`src/hdl/tmr_defines.svh`:
```
`ifndef TMR_DEFINES_SVH
`define TMR_DEFINES_SVH

`define TMR_ADDR_PORT_DIR   16'hff20
`define TMR_ADDR_PRESCALE   16'hffbb
`define TMR_ADDR_CAPCOMP    16'hffbc
`define TMR_ADDR_OUTCTL     16'hffbd
`define TMR_ADDR_MODE       16'hffba
`define TMR_ADDR_CNT_LO     16'hffb0
`define TMR_ADDR_CNT_HI     16'hffb1
`define TMR_ADDR_CR0_LO     16'hffb2
`define TMR_ADDR_CR0_HI     16'hffb3
`define TMR_ADDR_CR1_LO     16'hffb4
`define TMR_ADDR_CR1_HI     16'hffb5

`define TMR_RST_PORT_DIR    4'hf
`define TMR_RST_BYTE        8'h00

`define TMR_OC_OSPT         6
`define TMR_OC_OSPE         5
`define TMR_OC_T2EN         4
`define TMR_OC_LVS          3
`define TMR_OC_LVR          2
`define TMR_OC_T1EN         1
`define TMR_OC_TOE          0

`define TMR_CC_MODE2        2
`define TMR_CC_TRIG1        1
`define TMR_CC_MODE1        0

`define TMR_DIV4_MASK       8'h03
`define TMR_DIV256_MASK     8'hff

`endif

```
`src/hdl/tmr_pkg.sv`:
```
package tmr_pkg;
    typedef enum logic [1:0] {
        TMR_EDGE_FALL = 2'h0,
        TMR_EDGE_RISE = 2'h1,
        TMR_EDGE_NONE = 2'h2,
        TMR_EDGE_BOTH = 2'h3
    } tmr_edge_t;

    typedef enum logic [1:0] {
        TMR_CLK_SYS    = 2'h0,
        TMR_CLK_DIV4   = 2'h1,
        TMR_CLK_DIV256 = 2'h2,
        TMR_CLK_PIN    = 2'h3
    } tmr_clk_sel_t;

    typedef enum logic [1:0] {
        TMR_OP_STOP     = 2'h0,
        TMR_OP_FREE     = 2'h1,
        TMR_OP_EDGE_CLR = 2'h2,
        TMR_OP_MATCH_CLR = 2'h3
    } tmr_opmode_t;

    typedef enum logic [2:0] {
        TMR_ST_NEVER   = 3'h1,
        TMR_ST_RUN     = 3'h2,
        TMR_ST_STOPPED = 3'h4
    } tmr_run_t;
endpackage

```
`src/hdl/tmr_out_if.sv`:
```
`timescale 1ns/1ps
`default_nettype none
interface tmr_out_if;
    logic       toc_wr;
    logic [7:0] wdata;
    logic       match0;
    logic       match1;
    logic       shot_ok;
    logic       sw_trig;
    logic       oneshot_en;
    logic [7:0] toc_rdata;

    modport ctl (output toc_wr, output wdata, output match0, output match1, output shot_ok,
                 input sw_trig, input oneshot_en, input toc_rdata);
    modport out (input toc_wr, input wdata, input match0, input match1, input shot_ok,
                 output sw_trig, output oneshot_en, output toc_rdata);
endinterface
`default_nettype wire

```
`src/hdl/tmr_edge.sv`:
```
`timescale 1ns/1ps
`default_nettype none
module tmr_edge
    import tmr_pkg::*;
(
    input  wire logic             clk,
    input  wire logic             rst,
    input  wire logic             pin,
    input  wire logic             track,
    input  wire logic             run,
    input  wire tmr_pkg::tmr_edge_t sel,
    output logic                  rise,
    output logic                  fall,
    output logic                  valid
);
    logic sync1;
    logic sync2;
    logic prev;

    // Two-stage synchroniser; first stage feeds only the second
    always_ff @(posedge clk or posedge rst)
    begin
        if (rst)
        begin
            sync1 <= 1'b0;
            sync2 <= 1'b0;
        end
        else
        begin
            sync1 <= pin;
            sync2 <= sync1;
        end
    end

    // Previous level starts low and only tracks once counting was first enabled
    always_ff @(posedge clk or posedge rst)
    begin
        if (rst)
            prev <= 1'b0;
        else if (track)
            prev <= sync2;
    end

    // Edge pulses, only while the counter runs
    always_comb
    begin
        rise  = run && sync2 && !prev;
        fall  = run && !sync2 && prev;
        valid = 1'b0;
        unique case (sel)
            TMR_EDGE_FALL: valid = fall;
            TMR_EDGE_RISE: valid = rise;
            TMR_EDGE_BOTH: valid = rise || fall;
            TMR_EDGE_NONE: valid = 1'b0;
        endcase
    end

    AST_EDGE_PROHIBITED: assert property (@(posedge clk) disable iff (rst)
        (sel == TMR_EDGE_NONE) |-> !valid)
        else $error("Prohibited edge code produced an edge");
    AST_EDGE_RISE_SEL: assert property (@(posedge clk) disable iff (rst)
        (sel == TMR_EDGE_RISE && run && sync2 && !$past(sync2) && $past(track)) |-> valid)
        else $error("Rising edge not reported");
endmodule
`default_nettype wire

```
`src/hdl/tmr_outctl.sv`:
```
`timescale 1ns/1ps
`default_nettype none
`include "tmr_defines.svh"
module tmr_outctl
    import tmr_pkg::*;
(
    input  wire logic clk,
    input  wire logic rst,
    tmr_out_if.out    oif,
    output logic      pin
);
    logic ospe;
    logic t2en;
    logic t1en;
    logic toe;
    logic ff;
    logic sw_trig;

    // Control bits; only the second-match enable is meant to change while counting
    always_ff @(posedge clk or posedge rst)
    begin
        if (rst)
        begin
            ospe <= 1'b0;
            t2en <= 1'b0;
            t1en <= 1'b0;
            toe  <= 1'b0;
        end
        else if (oif.toc_wr)
        begin
            ospe <= oif.wdata[`TMR_OC_OSPE];
            t2en <= oif.wdata[`TMR_OC_T2EN];
            t1en <= oif.wdata[`TMR_OC_T1EN];
            toe  <= oif.wdata[`TMR_OC_TOE];
        end
    end

    // Software trigger is a one-cycle pulse, never stored
    always_ff @(posedge clk or posedge rst)
    begin
        if (rst)
            sw_trig <= 1'b0;
        else
            sw_trig <= oif.toc_wr && oif.wdata[`TMR_OC_OSPT];
    end

    // Output flip-flop: direct set/clear wins over match toggling
    always_ff @(posedge clk or posedge rst)
    begin
        if (rst)
            ff <= 1'b0;
        else if (oif.toc_wr && oif.wdata[`TMR_OC_LVS -: 2] == 2'h1)
            ff <= 1'b0;
        else if (oif.toc_wr && oif.wdata[`TMR_OC_LVS -: 2] == 2'h2)
            ff <= 1'b1;
        else if (oif.shot_ok)
            ff <= ff ^ (oif.match0 && t1en) ^ (oif.match1 && t2en);
    end

    // Pin follows flip-flop only when enabled
    always_ff @(posedge clk or posedge rst)
    begin
        if (rst)
            pin <= 1'b0;
        else
            pin <= toe && ff;
    end

    assign oif.sw_trig    = sw_trig;
    assign oif.oneshot_en = ospe;
    // Trigger and level bits read back as zero
    assign oif.toc_rdata  = {2'h0, ospe, t2en, 2'h0, t1en, toe};

    AST_PIN_DISABLED: assert property (@(posedge clk) disable iff (rst)
        !toe |=> !pin)
        else $error("Pin not low while output disabled");
    AST_LEVEL_CLEAR: assert property (@(posedge clk) disable iff (rst)
        (oif.toc_wr && oif.wdata[3:2] == 2'h1) |=> !ff ##1 !pin)
        else $error("Level clear did not reset flip-flop");
    AST_LEVEL_SET: assert property (@(posedge clk) disable iff (rst)
        (oif.toc_wr && oif.wdata[3:2] == 2'h2) |=> ff)
        else $error("Level set did not set flip-flop");
    AST_TOGGLE_SECOND: assert property (@(posedge clk) disable iff (rst)
        (!oif.toc_wr && oif.shot_ok && oif.match1 && t2en && !oif.match0) |=> (ff != $past(ff)))
        else $error("Second match did not toggle");
    AST_NO_TOGGLE: assert property (@(posedge clk) disable iff (rst)
        (!oif.toc_wr && !(oif.match0 && t1en) && !(oif.match1 && t2en)) |=> $stable(ff))
        else $error("Flip-flop changed without cause");
endmodule
`default_nettype wire

```
`src/hdl/tmr_top.sv`:
```
`timescale 1ns/1ps
`default_nettype none
`include "tmr_defines.svh"
module tmr_top
    import tmr_pkg::*;
(
    input  wire logic        clk,
    input  wire logic        rst,
    input  wire logic [15:0] addr,
    input  wire logic        wr,
    input  wire logic        rd,
    input  wire logic [7:0]  wdata,
    output logic      [7:0]  rdata,
    input  wire logic        timer_input_a,
    input  wire logic        timer_input_b,
    output logic             timer_output_pin,
    output logic             timer_output_oe,
    output logic      [3:0]  port0_dir,
    output logic             first_match_irq,
    output logic             second_match_irq
);
    tmr_out_if oif ();

    logic [3:0]   pm0;
    logic [7:0]   prm;
    logic [2:0]   crc;
    tmr_opmode_t  opmode;
    logic         tmc_out_timing;
    logic         ovf;
    logic [15:0]  cnt;
    logic [15:0]  first_capcomp_reg;
    logic [15:0]  second_capcomp_reg;
    logic [7:0]   pre;
    tmr_run_t     run_state;
    logic         running;
    logic         shot;
    logic         tick;
    logic         a_rise;
    logic         a_fall;
    logic         a_valid;
    logic         b_valid;
    logic         cap0;
    logic         cap1;
    logic         match0;
    logic         match1;
    logic         trig;
    logic         clr_edge;
    logic [15:0]  next_cnt;
    tmr_edge_t    a_sel;
    tmr_edge_t    b_sel;
    tmr_clk_sel_t clk_sel;

    assign a_sel   = tmr_edge_t'(prm[5:4]);
    assign b_sel   = tmr_edge_t'(prm[7:6]);
    assign clk_sel = tmr_clk_sel_t'(prm[1:0]);
    assign running = (opmode != TMR_OP_STOP);

    // Valid-edge detection for both inputs
    tmr_edge u_edge_a (
        .clk   (clk),
        .rst   (rst),
        .pin   (timer_input_a),
        .track (run_state != TMR_ST_NEVER),
        .run   (running),
        .sel   (a_sel),
        .rise  (a_rise),
        .fall  (a_fall),
        .valid (a_valid)
    );

    tmr_edge u_edge_b (
        .clk   (clk),
        .rst   (rst),
        .pin   (timer_input_b),
        .track (run_state != TMR_ST_NEVER),
        .run   (running),
        .sel   (b_sel),
        .rise  (),
        .fall  (),
        .valid (b_valid)
    );

    // Output flip-flop and its control register
    tmr_outctl u_outctl (
        .clk (clk),
        .rst (rst),
        .oif (oif.out),
        .pin (timer_output_pin)
    );

    // Remembers whether counting was ever enabled, so restarts see no stale edge
    always_ff @(posedge clk or posedge rst)
    begin
        if (rst)
            run_state <= TMR_ST_NEVER;
        else
        begin
            unique case (run_state)
                TMR_ST_NEVER:   run_state <= running ? TMR_ST_RUN : TMR_ST_NEVER;
                TMR_ST_RUN:     run_state <= running ? TMR_ST_RUN : TMR_ST_STOPPED;
                TMR_ST_STOPPED: run_state <= running ? TMR_ST_RUN : TMR_ST_STOPPED;
                default:        run_state <= TMR_ST_NEVER;
            endcase
        end
    end

    // Register writes
    always_ff @(posedge clk or posedge rst)
    begin
        if (rst)
        begin
            pm0            <= `TMR_RST_PORT_DIR;
            prm            <= `TMR_RST_BYTE;
            crc            <= 3'h0;
            opmode         <= TMR_OP_STOP;
            tmc_out_timing <= 1'b0;
        end
        else if (wr)
        begin
            unique case (addr)
                `TMR_ADDR_PORT_DIR: pm0 <= wdata[3:0];
                `TMR_ADDR_PRESCALE: prm <= wdata;
                `TMR_ADDR_CAPCOMP:  crc <= wdata[2:0];
                `TMR_ADDR_MODE:
                begin
                    opmode         <= tmr_opmode_t'(wdata[3:2]);
                    tmc_out_timing <= wdata[1];
                end
                default: ;
            endcase
        end
    end

    assign port0_dir       = pm0;
    assign timer_output_oe = !pm0[1];

    // Prescaler for the divided count clocks
    always_ff @(posedge clk or posedge rst)
    begin
        if (rst)
            pre <= 8'h00;
        else if (!running)
            pre <= 8'h00;
        else
            pre <= pre + 8'h01;
    end

    // Count clock selection
    always_comb
    begin
        tick = 1'b0;
        unique case (clk_sel)
            TMR_CLK_SYS:    tick = running;
            TMR_CLK_DIV4:   tick = running && ((pre & `TMR_DIV4_MASK) == `TMR_DIV4_MASK);
            TMR_CLK_DIV256: tick = running && (pre == `TMR_DIV256_MASK);
            TMR_CLK_PIN:    tick = a_valid;
        endcase
    end

    // Capture triggers per register mode and trigger selection
    always_comb
    begin
        cap1 = crc[`TMR_CC_MODE2] && a_valid;
        cap0 = 1'b0;
        if (crc[`TMR_CC_MODE1])
        begin
            if (!crc[`TMR_CC_TRIG1])
                cap0 = b_valid;
            else if (a_sel == TMR_EDGE_FALL)
                cap0 = a_rise;
            else if (a_sel == TMR_EDGE_RISE)
                cap0 = a_fall;
            else
                cap0 = 1'b0;
        end
    end

    // Compare matches only while the register works as a compare register
    assign match0 = tick && !crc[`TMR_CC_MODE1] && (cnt == first_capcomp_reg);
    assign match1 = tick && !crc[`TMR_CC_MODE2] && (cnt == second_capcomp_reg);

    // One-shot trigger only in free-running or edge-clear mode
    assign trig = oif.oneshot_en && (opmode == TMR_OP_FREE || opmode == TMR_OP_EDGE_CLR)
                  && (oif.sw_trig || (opmode == TMR_OP_EDGE_CLR && a_valid));
    assign clr_edge = (opmode == TMR_OP_EDGE_CLR) && a_valid;

    // One-shot window from trigger until first-register match
    always_ff @(posedge clk or posedge rst)
    begin
        if (rst)
            shot <= 1'b0;
        else if (!running)
            shot <= 1'b0;
        else if (trig)
            shot <= 1'b1;
        else if (match0)
            shot <= 1'b0;
    end

    assign oif.toc_wr  = wr && (addr == `TMR_ADDR_OUTCTL);
    assign oif.wdata   = wdata;
    assign oif.match0  = match0;
    assign oif.match1  = match1;
    assign oif.shot_ok = !oif.oneshot_en || shot || trig;

    // Next counter value
    always_comb
    begin
        next_cnt = cnt;
        if (!running)
            next_cnt = 16'h0000;
        else if (trig || clr_edge)
            next_cnt = 16'h0000;
        else if (tick && opmode == TMR_OP_MATCH_CLR && cnt == first_capcomp_reg)
            next_cnt = 16'h0000;
        else if (tick)
            next_cnt = cnt + 16'h0001;
    end

    // Counter
    always_ff @(posedge clk or posedge rst)
    begin
        if (rst)
            cnt <= 16'h0000;
        else
            cnt <= next_cnt;
    end

    // Overflow flag; the hardware set wins over a software clear
    always_ff @(posedge clk or posedge rst)
    begin
        if (rst)
            ovf <= 1'b0;
        else if (tick && cnt == 16'hffff && next_cnt == 16'h0000)
            ovf <= 1'b1;
        else if (wr && addr == `TMR_ADDR_MODE)
            ovf <= wdata[0];
    end

    // Capture/compare registers: capture wins over a software write
    always_ff @(posedge clk or posedge rst)
    begin
        if (rst)
        begin
            first_capcomp_reg  <= 16'h0000;
            second_capcomp_reg <= 16'h0000;
        end
        else
        begin
            if (cap0)
                first_capcomp_reg <= cnt;
            else if (wr && addr == `TMR_ADDR_CR0_LO)
                first_capcomp_reg[7:0] <= wdata;
            else if (wr && addr == `TMR_ADDR_CR0_HI)
                first_capcomp_reg[15:8] <= wdata;
            if (cap1)
                second_capcomp_reg <= cnt;
            else if (wr && addr == `TMR_ADDR_CR1_LO)
                second_capcomp_reg[7:0] <= wdata;
            else if (wr && addr == `TMR_ADDR_CR1_HI)
                second_capcomp_reg[15:8] <= wdata;
        end
    end

    // Request pulses on match or capture
    always_ff @(posedge clk or posedge rst)
    begin
        if (rst)
        begin
            first_match_irq  <= 1'b0;
            second_match_irq <= 1'b0;
        end
        else
        begin
            first_match_irq  <= match0 || cap0;
            second_match_irq <= match1 || cap1;
        end
    end

    // Registered read data; unmapped addresses read zero
    always_ff @(posedge clk or posedge rst)
    begin
        if (rst)
            rdata <= 8'h00;
        else if (rd)
        begin
            unique case (addr)
                `TMR_ADDR_PORT_DIR: rdata <= {4'hf, pm0};
                `TMR_ADDR_PRESCALE: rdata <= {prm[7:4], 2'h0, prm[1:0]};
                `TMR_ADDR_CAPCOMP:  rdata <= {5'h00, crc};
                `TMR_ADDR_OUTCTL:   rdata <= oif.toc_rdata;
                `TMR_ADDR_MODE:     rdata <= {4'h0, opmode, tmc_out_timing, ovf};
                `TMR_ADDR_CNT_LO:   rdata <= cnt[7:0];
                `TMR_ADDR_CNT_HI:   rdata <= cnt[15:8];
                `TMR_ADDR_CR0_LO:   rdata <= first_capcomp_reg[7:0];
                `TMR_ADDR_CR0_HI:   rdata <= first_capcomp_reg[15:8];
                `TMR_ADDR_CR1_LO:   rdata <= second_capcomp_reg[7:0];
                `TMR_ADDR_CR1_HI:   rdata <= second_capcomp_reg[15:8];
                default:            rdata <= 8'h00;
            endcase
        end
    end

    AST_TRIGGER_READS_ZERO: assert property (@(posedge clk) disable iff (rst)
        (rd && addr == `TMR_ADDR_OUTCTL) |=> (rdata[6] == 1'b0))
        else $error("One-shot trigger bit read as one");
    AST_LEVEL_READS_ZERO: assert property (@(posedge clk) disable iff (rst)
        (rd && addr == `TMR_ADDR_OUTCTL) |=> (rdata[3:2] == 2'h0))
        else $error("Level bits read as nonzero");
    AST_CAPTURE_SECOND: assert property (@(posedge clk) disable iff (rst)
        cap1 |=> ((second_capcomp_reg == $past(cnt)) && second_match_irq))
        else $error("Second register did not capture counter");
    AST_COMPARE_HOLDS: assert property (@(posedge clk) disable iff (rst)
        (!crc[0] && !(wr && (addr == `TMR_ADDR_CR0_LO || addr == `TMR_ADDR_CR0_HI)))
        |=> $stable(first_capcomp_reg))
        else $error("Compare register changed without a write");
    AST_NO_OPPOSITE_BOTH: assert property (@(posedge clk) disable iff (rst)
        (crc[1] && a_sel == TMR_EDGE_BOTH) |-> !cap0)
        else $error("Opposite-phase capture with both edges selected");
    AST_INTERVAL_CLEAR: assert property (@(posedge clk) disable iff (rst)
        (opmode == TMR_OP_MATCH_CLR && match0 && !trig && !clr_edge) |=> (cnt == 16'h0000) && first_match_irq)
        else $error("Interval match did not clear counter and request");
    AST_COUNT_STEP: assert property (@(posedge clk) disable iff (rst)
        (tick && !trig && !clr_edge && opmode == TMR_OP_FREE) |=> (cnt == $past(cnt) + 16'h0001))
        else $error("Counter did not step on count event");
    AST_PORT_DIR_RESET: assert property (@(posedge clk)
        $fell(rst) |-> (port0_dir == 4'hf))
        else $error("Port direction not all ones after reset");
endmodule
`default_nettype wire

```
`config.mk`:
```
export PLATFORM = sky130hd
export DESIGN_NAME = tmr_top
export DESIGN_NICKNAME = d
export VERILOG_FILES = /design/src/hdl/tmr_pkg.sv /design/src/hdl/tmr_out_if.sv /design/src/hdl/tmr_edge.sv /design/src/hdl/tmr_outctl.sv /design/src/hdl/tmr_top.sv
export VERILOG_INCLUDE_DIRS = /design/src /design/src/hdl
export SDC_FILE = /design/constraint.sdc
export NUM_CORES = 1
export LEC_CHECK = 0
export BUFFER_PORTS_ARGS = -buffer_cell sky130_fd_sc_hd__buf_2
export CORE_ASPECT_RATIO = 1.2
export CORE_MARGIN = 2
export CORE_UTILIZATION = 35
export DETAILED_ROUTE_END_ITERATION = 8
export GPL_TIMING_DRIVEN = 0
export MAX_ROUTING_LAYER = met4
export SETUP_SLACK_MARGIN = 0.02
export SYNTH_ARGS = -nofsm -noshare
export SYNTH_HDL_FRONTEND = slang
export SYNTH_SLANG_ARGS = --single-unit
export TNS_END_PERCENT = 50
```
`constraint.sdc`:
```
create_clock -name clk -period 4.3 [get_ports clk]
set_input_delay 0.43 -clock clk [delete_from_list [all_inputs] [get_ports clk]]
set_output_delay 0.43 -clock clk [all_outputs]
set_load 0.05 [all_outputs]
```
* Yosys cells after proc, flatten, opt, wreduce, memory -nomap -nowiden *
Index checks and enable logic that the tools add are counted.

word-level totals
  flip-flop bits (word level) = 102
  bits in latches = 0
  word-level logic and storage cells = 172
  input port bits = 30
  bits in writable memories = 0
  memories = 0
  output and inout bits = 16
  ROM bits = 0

cells by class
  $lt $le $gt $ge = 0
  bitwise gates (word level) = 2
  multipliers = 0
  $add $sub $neg = 2
  muxes and demuxes = 32
  equal/unequal tests = 37
  divide/modulo/power cells = 0
  reduce and logical (&&, ||, !) cells = 69
  shift operators = 0

operators by type and width
  operator                                                number
  equality test 16 bit (second input constant)            12
  2-to-1 mux 16 bit                                       6
  one-hot mux 8 bit (11 select lines)                     1
  2-to-1 mux 8 bit                                        7
  logical AND 1 bit                                       34
  equality test 16 bit                                    2
  equality test 2 bit (second input constant)             10
  adder 16 x 1 -> 16 bit (second input constant)          1
  logical NOT 16 bit                                      1
  2-to-1 mux 1 bit                                        12
  one-hot mux 1 bit (4 select lines)                      3
  AND reduction 2 bit                                     6
  nonzero test 2 bit                                      6
  equality test 2 x 1 -> 1 bit (second input constant)    5
  logical OR 1 bit                                        9
  adder 8 x 1 -> 8 bit (second input constant)            1
  equality test 8 bit (second input constant)             1
  logical NOT 1 bit                                       8
  logical NOT 2 bit                                       3
  inequality test 3 x 1 -> 1 bit (second input constant)  2
  one-hot mux 3 bit (2 select lines)                      1
  inequality test 2 bit (second input constant)           2
  equality test 3 x 1 -> 1 bit (second input constant)    1
  equality test 3 x 2 -> 1 bit (second input constant)    1
  6 further kinds                                         7

* Depth between registers and ports, before layout *
Gate-level depths: netlist of the first run.

  depth after elaboration = 14
  depth in mapped cells = 10
  mapped depth without buffers = 9

* Hierarchy *
From an unflattened synthesis of the first run, not the netlist that was laid out.

unflattened totals
  cell total of the unflattened synthesis = 617
  area, all modules = 5,896.9 sq um

by module, submodules not included
  module      cells each  seq. area each (sq um)  instances  area each (sq um)
  tmr_top     560         2,183.3                 1          5,247.5
  tmr_outctl  37          175.2                   1          389.1
  tmr_edge    10          75.1                    2          130.1

* Least setup slack after synthesis of the first run *
OpenSTA, ideal clock, no wires.

  kind = input -> register
  from = in addr[6]
  to = reg tmc_out_timing
  library setup time = 0.125 ns
  arrival time = 2.214 ns
  buffers on the path = 2
  stages = 8
  data required time = 4.175 ns
  path slack = 1.961 ns
  path through = nand2b_1 or3_1 buf_2 or2_4 nor3_2 and2_1 buf_2 mux2_2

on the way
  longest elaborated chain between the ends = 2

RTL lines
  what                           line            source
  start, declared                tmr_top.sv:9    input wire logic [15:0] addr,
  equality test 16 bit           tmr_top.sv:120  unique case (addr)
  AND reduction 2 bit (no line)  -
  end signal, assigned           tmr_top.sv:127  tmc_out_timing <= wdata[1];
  end, declared                  tmr_top.sv:28   logic tmc_out_timing;

No other way between the ends.
A chain may end at the register's enable or synchronous reset.

* Worst setup path after layout of the first run *
  from = reg opmode[0]
  to = reg cnt[12]

on the way
  longest elaborated chain between the ends = 11
  elaborated cells on any way between the ends = 25
  those cells by class = eq/ne (3); mux (6); reduce/logical (16)

RTL lines
  what                                                                     line                                            source
  start, declared                                                          tmr_top.sv:27                                   tmr_opmode_t opmode;
  start signal, assigned                                                   tmr_top.sv:126                                  opmode <= tmr_opmode_t'(wdata[3:2]);
  nonzero test 2 bit                                                       tmr_top.sv:56                                   assign running = (opmode != TMR_OP_STOP);
  logical AND 1 bit (on tied branches) (2 in series)                       tmr_edge.sv:47, tmr_edge.sv:48
  logical OR 1 bit                                                         tmr_edge.sv:53                                  TMR_EDGE_BOTH: valid = rise || fall;
  one-hot mux 1 bit (4 select lines)                                       tmr_edge.sv:50                                  unique case (sel)
  one-hot mux 1 bit (4 select lines) or logical AND 1 bit (tied branches)  tmr_top.sv:152, tmr_top.sv:184, tmr_top.sv:185
  logical AND 1 bit or logical OR 1 bit (tied branches)                    tmr_top.sv:214, tmr_top.sv:184
  logical AND 1 bit (on tied branches)                                     tmr_top.sv:214, tmr_top.sv:184
  2-to-1 mux 16 bit or logical OR 1 bit (tied branches)                    tmr_top.sv:214, tmr_top.sv:212
  2-to-1 mux 16 bit                                                        tmr_top.sv:212                                  else if (trig || clr_edge)
  2-to-1 mux 16 bit *                                                      tmr_top.sv:210                                  if (!running)
  via next_cnt[12]                                                         tmr_top.sv:48                                   logic [15:0] next_cnt;
  end signal, assigned                                                     tmr_top.sv:226                                  cnt <= next_cnt;
  end, declared                                                            tmr_top.sv:30                                   logic [15:0] cnt;

The timed path passes the listed nets; every way through them passes the cells marked *.

==> results of run 1 <==
-- through the flow --
step,instances,setup slack (ns),instance area (sq um),hold slack [ns],total power [W]
CTS,870,1.240,6595,0.1660,0.002297
global route,870,1.079,6595,0.1655,0.002399
floorplan,603,1.260,5827,0.3312,0.001371
detailed placement,854,1.252,6312,0.3458,0.001503
finish,870,1.193,6595,0.1525,0.002289
global placement,853,0.1065,6282,0.3365,0.001481
-- power by group through the flow --
| stage | clock, W | sequential, W | combinational (W) |
|---|---|---|---|
| floorplan | 0 | 0.00106 | 0.000310 |
| finish | 0.000799 | 0.00104 | 0.000452 |
| global route | 0.000858 | 0.00105 | 0.000495 |
| global placement | 0 | 0.00105 | 0.000431 |
| detailed placement | 0 | 0.00106 | 0.000447 |
| CTS | 0.000810 | 0.00104 | 0.000448 |
-- worst max-delay path by stage --
stage,to,depth (start not counted),startpoint
CTS,cnt[12]$_DFF_PP0_,9,opmode[0]$_DFFE_PP0P_
floorplan,cnt[0]$_DFF_PP0_,1,rst
finish,cnt[12]$_DFF_PP0_,9,opmode[0]$_DFFE_PP0P_
detailed placement,cnt[12]$_DFF_PP0_,9,opmode[0]$_DFFE_PP0P_
global route,cnt[9]$_DFF_PP0_,9,opmode[0]$_DFFE_PP0P_
global placement,pre[4]$_DFF_PP0_,2,rst
-- Yosys cell counts (2+ instances only) --
cell type  number
a21oi_1        27
ha_1            8
inv_1          17
nand3b_1        3
xnor2_1        25
nand2b_1        8
a41oi_1         3
nand4b_1        4
o22ai_1         2
buf_2           9
nand3_1        20
mux2_2         22
nor2_1         63
o21ai_0        34
a31o_2          2
nor3b_1         3
a31oi_1         4
dfrtp_1        95
o211ai_1        3
nor4_1          8
a221oi_1        7
and3_1          5
a222oi_1        3
nand4_1        12
a22oi_1         4
or2_2           3
a22o_1          2
nor3_1          7
and2_1          3
dfstp_2         5
mux4_2          2
or3_1           4
a311oi_1        6
xor2_1         29
nand2_1        52
nor2b_1         2
a211o_1         2
mux2i_1        40
nor3_2          3
clkbuf_1       32
-- area by class of cell --
class	count	share of cell area [%]
buffer	43	2.732
clock buffer	9	3.415
tap	212	4.022
timing repair buffer	39	3.301
sequential	100	38.04
clock inverter	7	0.8727
inverter	17	1.006
multi-input combinational	443	46.61
-- cell families after synthesis --
family | count (synthesis)
buf+inv | 60
xor+xnor | 54
flops | 100
fa+ha+maj | 8
simple gates | 209
mux | 64
compound gates | 108
-- cell usage in the layout, fill, tap and decap left out, types with 3 or more instances in the layout --
| cell type | Yosys | routed |
|---|---|---|
| xnor2_1 | 25 | 25 |
| buf_2 | 9 | 47 |
| o21ai_0 | 34 | 34 |
| and3_1 | 5 | 5 |
| clkbuf_16 | 0 | 9 |
| nand2_1 | 52 | 52 |
| inv_1 | 17 | 16 |
| nor3_2 | 3 | 3 |
| or3_1 | 4 | 4 |
| a311oi_1 | 6 | 6 |
| nand4_1 | 12 | 12 |
| o211ai_1 | 3 | 3 |
| a41oi_1 | 3 | 3 |
| a22oi_1 | 4 | 4 |
| nor3_1 | 7 | 7 |
| a221oi_1 | 7 | 7 |
| dfstp_2 | 5 | 5 |
| clkbuf_1 | 32 | 32 |
| nand3b_1 | 3 | 3 |
| dfrtp_1 | 95 | 95 |
| mux2_2 | 22 | 22 |
| a31oi_1 | 4 | 4 |
| a21oi_1 | 27 | 27 |
| nor2_1 | 63 | 63 |
| a222oi_1 | 3 | 3 |
| nor4_1 | 8 | 8 |
| nand4b_1 | 4 | 4 |
| inv_6 | 0 | 4 |
| and2_1 | 3 | 3 |
| mux2i_1 | 40 | 40 |
| nor3b_1 | 3 | 3 |
| nand2b_1 | 8 | 8 |
| or2_2 | 3 | 3 |
| xor2_1 | 29 | 29 |
| nand3_1 | 20 | 20 |
| ha_1 | 8 | 8 |
-- metal layers --
layer | up-vias | wire, um | GRT usage, %
li1 | 2231 | - | -
met1 | 2342 | 6532 | 22.86
met2 | 116 | 8589 | 32.85
met3 | 30 | 502 | 2.508
met4 | 0 | 516 | 8.103
met5 | - | 0 | -
==> impl_metrics.ini, run 1 <==
[status]
status = finished, final reports clean

[cts]
h-tree-depth = 3
tritoncts = done
path_clk_slew_ns = 0.07
post_cts_buffers = 0
numCtsBuffers = 9
clk_latency_ns = 0.36
cts_hold_buf = 0
cts_sinks = 100
cts_buffer_depth = 2
cts_resized = 0
cts-root-buf = clkbuf_16

[worst_setup_path]
cp_slowest_cell = o41ai_2
worstPathArrival_ns = 3.39
crit_fanout = 10
worstPathCellList = inv_1 -> ha_1 -> clkbuf_1 -> a311oi_4 -> o41ai_2 -> nor2_1 -> a211o_1 -> buf_2 -> nor2_1
critical_path.max_stage_delay_ns = 0.87
crit_type = reg -> reg
crit_required_ns = 4.59
worstSetupStartpointType = register
r2r-start = opmode[0]$_DFFE_PP0P_
reg2reg_setup_slack_ns = 1.19
path_common_cell = nor2_1
ff2ff_path_depth = 9
worst-path-buf-inv = 3
crit_path_end_kind = register
cp_top_family = compound AO/OA/AOI/OAI gates
r2r-end = cnt[12]$_DFF_PP0_

[floorplan]
core.rowCount = 51
coreArea_sq_um = 16270
die_area_sq_um = 17700
dieWidth_um = 121.8
start_util_pct = 35.81
die_y_um = 145.3
pin_count = 46

[route]
vias_per_cell = 5.424
remaining_drc_errors = 0
vias = 4719
initialDrtViolationCount = 277
wl_per_cell_um = 18.55
firstDrtPassIters = 6
routed_wirelength_um = 16140
antenna_left = 0

[logic_synthesis]
seq_area_frac_synth_pct = 43.05
netlist_area_sq_um = 5827
synth-seq-cells = 100
synth-edff-count = 0
netlist_instances = 603
ys_dominant_reg_cell = dfrtp_1
synth_fa_ha_area_share_pct = 1.718
yosys_warnings = 0
muxShareOfSynthArea_pct = 11.90
synthSimpleGateAreaFrac_pct = 18.55
netlist.area_leader.share_pct = 40.80
async_flop_share_pct = 100.0
syn_nets = 641
synth_compound_area_share_pct = 12.48
synth_xor_area_share_pct = 8.117
synth.avg_cell_area_sq_um = 9.663
synthTopCellsByArea = dfrtp_1 41%, mux2i_1 6.9%, xor2_1 4.4%
synth_top_family_by_area = simple AND/OR/NAND/NOR gates
synth_area_leader_cell = dfrtp_1
yosys.cell_types.count = 60

[global_routing]
grt_antenna_before_repair = 0
grt_pass1_vias = 4727
grt_max_degree = 56
groute.usage.overall_pct = 19.33
grt_overflow = 0
grt_pass1_wl_um = 25480

[layout]
n_antenna_cell = 0
multiInputGateArea_sq_um = 3074
fillers = 1610
fin_nets = 691
drive_gt1_share_pct = 17.17
utilization_pct = 40.53
regArea_sq_um = 2509
area_growth_pct = 13.18

[timing]
hold_viol_final = 0
setup_viol = 0
fin_crit_sh_pct = 72.26
drv_slew = 0
layout_min_cycle_time_ns = 3.107
tns_ns = 0
timing.fmax_mhz = 321.8
max_slew_margin_pct = 17.09
worst_pin_slew_ns = 1.232
fin_skew_ns = 0.01014
rsz0062_at_grt = false

[place]
dpl.hpwl_um = 12320
portBuffers = 38
gp_congestion = 0.9737

[power_and_ir_drop]
swShare_pct = 31.88
peakVddDrop_uv = 185.5
internal-power_w = 0.001559
p_clk_share_pct = 34.9
p_sw_w = 0.0007297
seqPwrFrac_pct = 45.3
combPwrFrac_pct = 19.7
leakage_nw = 2.675
p_per_area_nw_per_um2 = 347.0

[job]
maxCapViolCount = 0

[min_path]
hold_path_class = in -> async
No activity file was read; power rests on OpenSTA's default activity.
==> run 2, diff against run 1 <==
- ABC_AREA: default -> 1
- clock period: 4.3 -> 3.15 ns (I/O delays scaled with it)
==> run 2 against run 1 <==
  * Non-clock buffer count decreased by 21
  * Largest cell class unchanged
  * Flip-flop and latch count is the same
  * Sequential power is 25% higher
  * Fmax is 15% higher
  * Critical path depth up 6
  * Combinational power down 75%
  * Count of clock-buffer cells in the layout grew 1
  * First-iteration DRC count rose to 2.6 times the previous value
==> impl_metrics.ini, run 2 <==
[timing]
layout_min_cycle_time_ns = 2.705
fin_skew_ns = 0.01255
tns_ns = 0
fin_crit_sh_pct = 85.89
rsz0062_at_grt = false
setup_viol = 0
max_slew_margin_pct = 60.92
hold_viol_final = 0
worst_slack_ns = 0.4445
timing.fmax_mhz = 369.6
worst_pin_slew_ns = 0.5845
timing.hold.ws_ns = 0.04728
drv_slew = 0

[floorplan]
dieWidth_um = 122.5
die_area_sq_um = 17910
coreArea_sq_um = 16660
start_util_pct = 35.40
core.rowCount = 52
pin_count = 46
die_y_um = 146.2

[worst_setup_path]
worstPathArrival_ns = 2.95
worstSetupStartpointType = register
crit_type = reg -> reg
crit_fanout = 10
crit_path_end_kind = register
crit_required_ns = 3.40

[layout]
fin_nets = 905
fillers = 1782
final_common_cell = nand2_1
n_antenna_cell = 0
drive_gt1_share_pct = 12.39
layout_common_cells = 232 x nand2_1, 112 x inv_1, 95 x dfrtp_1
finalInstanceArea_sq_um = 6724
area_growth_pct = 14.03

[logic_synthesis]
netlist.area_leader.share_pct = 40.31
synth_fa_ha_area_share_pct = 1.697
synth.avg_cell_area_sq_um = 7.271
muxShareOfSynthArea_pct = 0
synth_area_leader_cell = dfrtp_1
netlist_area_sq_um = 5897
synth.most_common_cell = nand2_1
synth-edff-count = 0
synth.top_cells.by_count = 232 x nand2_1, 113 x inv_1, 95 x dfrtp_1, 74 x nor2_1, 49 x o21ai_0
netlist_instances = 811
syn_nets = 849
ys_dominant_reg_cell = dfrtp_1
synthTopCellsByArea = dfrtp_1 40%, nand2_1 15%, inv_1 7.2%
async_flop_share_pct = 100.0
synth-seq-cells = 100
seq_area_frac_synth_pct = 42.54
yosys_warnings = 0
synthSimpleGateAreaFrac_pct = 29.83
synth_compound_area_share_pct = 14.73
synth_xor_area_share_pct = 1.782
yosys.cell_types.count = 39
synth_top_family_by_area = simple AND/OR/NAND/NOR gates

[power_and_ir_drop]
peakVddDrop_uv = 277.8
leakage_nw = 3.407
p_per_area_nw_per_um2 = 383.1

[cts]
h-tree-depth = 3
post_cts_buffers = 0
numCtsBuffers = 9
tritoncts = done
cts-root-buf = clkbuf_16
clk_latency_ns = 0.37
cts_sinks = 100
cts_buffer_depth = 2
path_clk_slew_ns = 0.08

[global_routing]
grt_overflow = 0
grt_pass1_wl_um = 30460
grt.met3_usage_pct = 3.320
gr-usage-met2_pct = 35.83
use_met1_pct = 30.24
grt_antenna_before_repair = 0
grt_max_degree = 67
groute.usage.overall_pct = 23.43
grt-busiest-layer = met2
grt_pass1_vias = 5527

[place]
gp_congestion = 0.9964
pre_cts_ws_ns = 0.5086
portBuffers = 43
dpl.hpwl_um = 14450
dpl-instance-area_sq_um = 6412

[route]
routed_wirelength_um = 19480
firstDrtPassIters = 6
remaining_drc_errors = 0
initialDrtViolationCount = 731
wl_per_cell_um = 17.90
antenna_left = 0
vias = 5776
vias_per_cell = 5.309

[status]
status = finished, final reports clean

[min_path]
hold_path_class = in -> reg

[job]
maxCapViolCount = 0
-- run 2: changes by cell type after synthesis, moves of 20 or more --
cell | before | now
xor2_1 | 29 | 8
o22ai_1 | 2 | 28
mux2_2 | 22 | 0
inv_1 | 17 | 113
clkbuf_1 | 32 | 6
mux2i_1 | 40 | 0
nand3_1 | 20 | 40
xnor2_1 | 25 | 4
nand2_1 | 52 | 232
-- run 2: path summary, 6_finish.rpt --
check | start | endpoint | slack, ns | depth (start not counted)
min reg2reg | u_edge_b.sync1$_DFF_PP0_ | u_edge_b.sync2$_DFF_PP0_ | 0.35 | 0
max | opmode[0]$_DFFE_PP0P_ | ovf$_DFFE_PP0P_ | 0.44 | 15
max in group asynchronous | rst | port0_dir[0]$_DFFE_PP1P_ | 1.89 | 4
min in group asynchronous | rst | prm[1]$_DFFE_PP0P_ | 0.51 | 3
min | timer_input_a | u_edge_a.sync1$_DFF_PP0_ | 0.05 | 1
max reg2reg | opmode[0]$_DFFE_PP0P_ | ovf$_DFFE_PP0P_ | 0.44 | 15
-- run 2: repair_timing --
action / in CTS / in global routing
hold buffers: 1 / 0
setup endpoints to repair: 0 / 0
gates resized for setup: 0 / 0
hold endpoints to repair: 33 / 0
-- run 2: per-stage QoR --
stage | util [%] | std cells | total power [W]
after detailed placement | 38.50 | 1071 | 0.001431
after global placement | 38.32 | 1070 | 0.001426
after global routing | 40.37 | 1088 | 0.002653
final | 40.37 | 1088 | 0.002576
after floorplan | - | 811 | 0.001377
after CTS | 40.37 | 1088 | 0.002596
-- run 2: cells by family after synthesis --
group | after synthesis
buffers and inverters | 141
AO/OA/AOI/OAI | 143
AND/OR/NAND/NOR | 407
XOR/XNOR | 12
adder cells (fa/ha/maj) | 8
flip-flops | 100
-- run 2: layout make-up --
type	instances	area (sq um)	area share, %
Sequential cell	100	2509	37.31
Multi-Input combinational cell	570	2833	42.13
Buffer	16	86.33	1.284
Clock inverter	6	72.57	1.079
Timing Repair Buffer	45	252.7	3.759
Clock buffer	10	229.0	3.405
Tap cell	216	270.3	4.019
Inverter	125	471.7	7.015
-- run 2: worst max-delay path, cell delays in order, from the launching register on --
cell and delay (ns):
dfrtp_1 0.42, inv_1 0.10, ha_1 0.23, inv_1 0.18
nand4_1 0.14, o21ai_2 0.11, nand2_1 0.09, o21ai_0 0.12
inv_1 0.10, nand2_1 0.10, nor2_4 0.30, inv_2 0.16
a21oi_1 0.17, nor2_1 0.07, nand3_1 0.20, nand2_1 0.10
-- run 2: metal layers --
layer / share of wire (%) / vias to the layer above
met5: 0 / -
li1: - / 2776
met3: 7.4 / 51
met1: 42 / 2697
met2: 46 / 252
met4: 4.5 / 0
-- run 2: power breakdown --
| group | switching, W | leakage, nW | internal, W | total, W |
|---|---|---|---|---|
| clock network | 0.000542 | 0.149 | 0.000627 | 0.00117 |
| logic | 0.0000809 | 2.05 | 0.0000297 | 0.000111 |
| registers | 0.00000523 | 1.21 | 0.00129 | 0.00130 |
| total | 0.000628 | 3.41 | 0.00195 | 0.00258 |
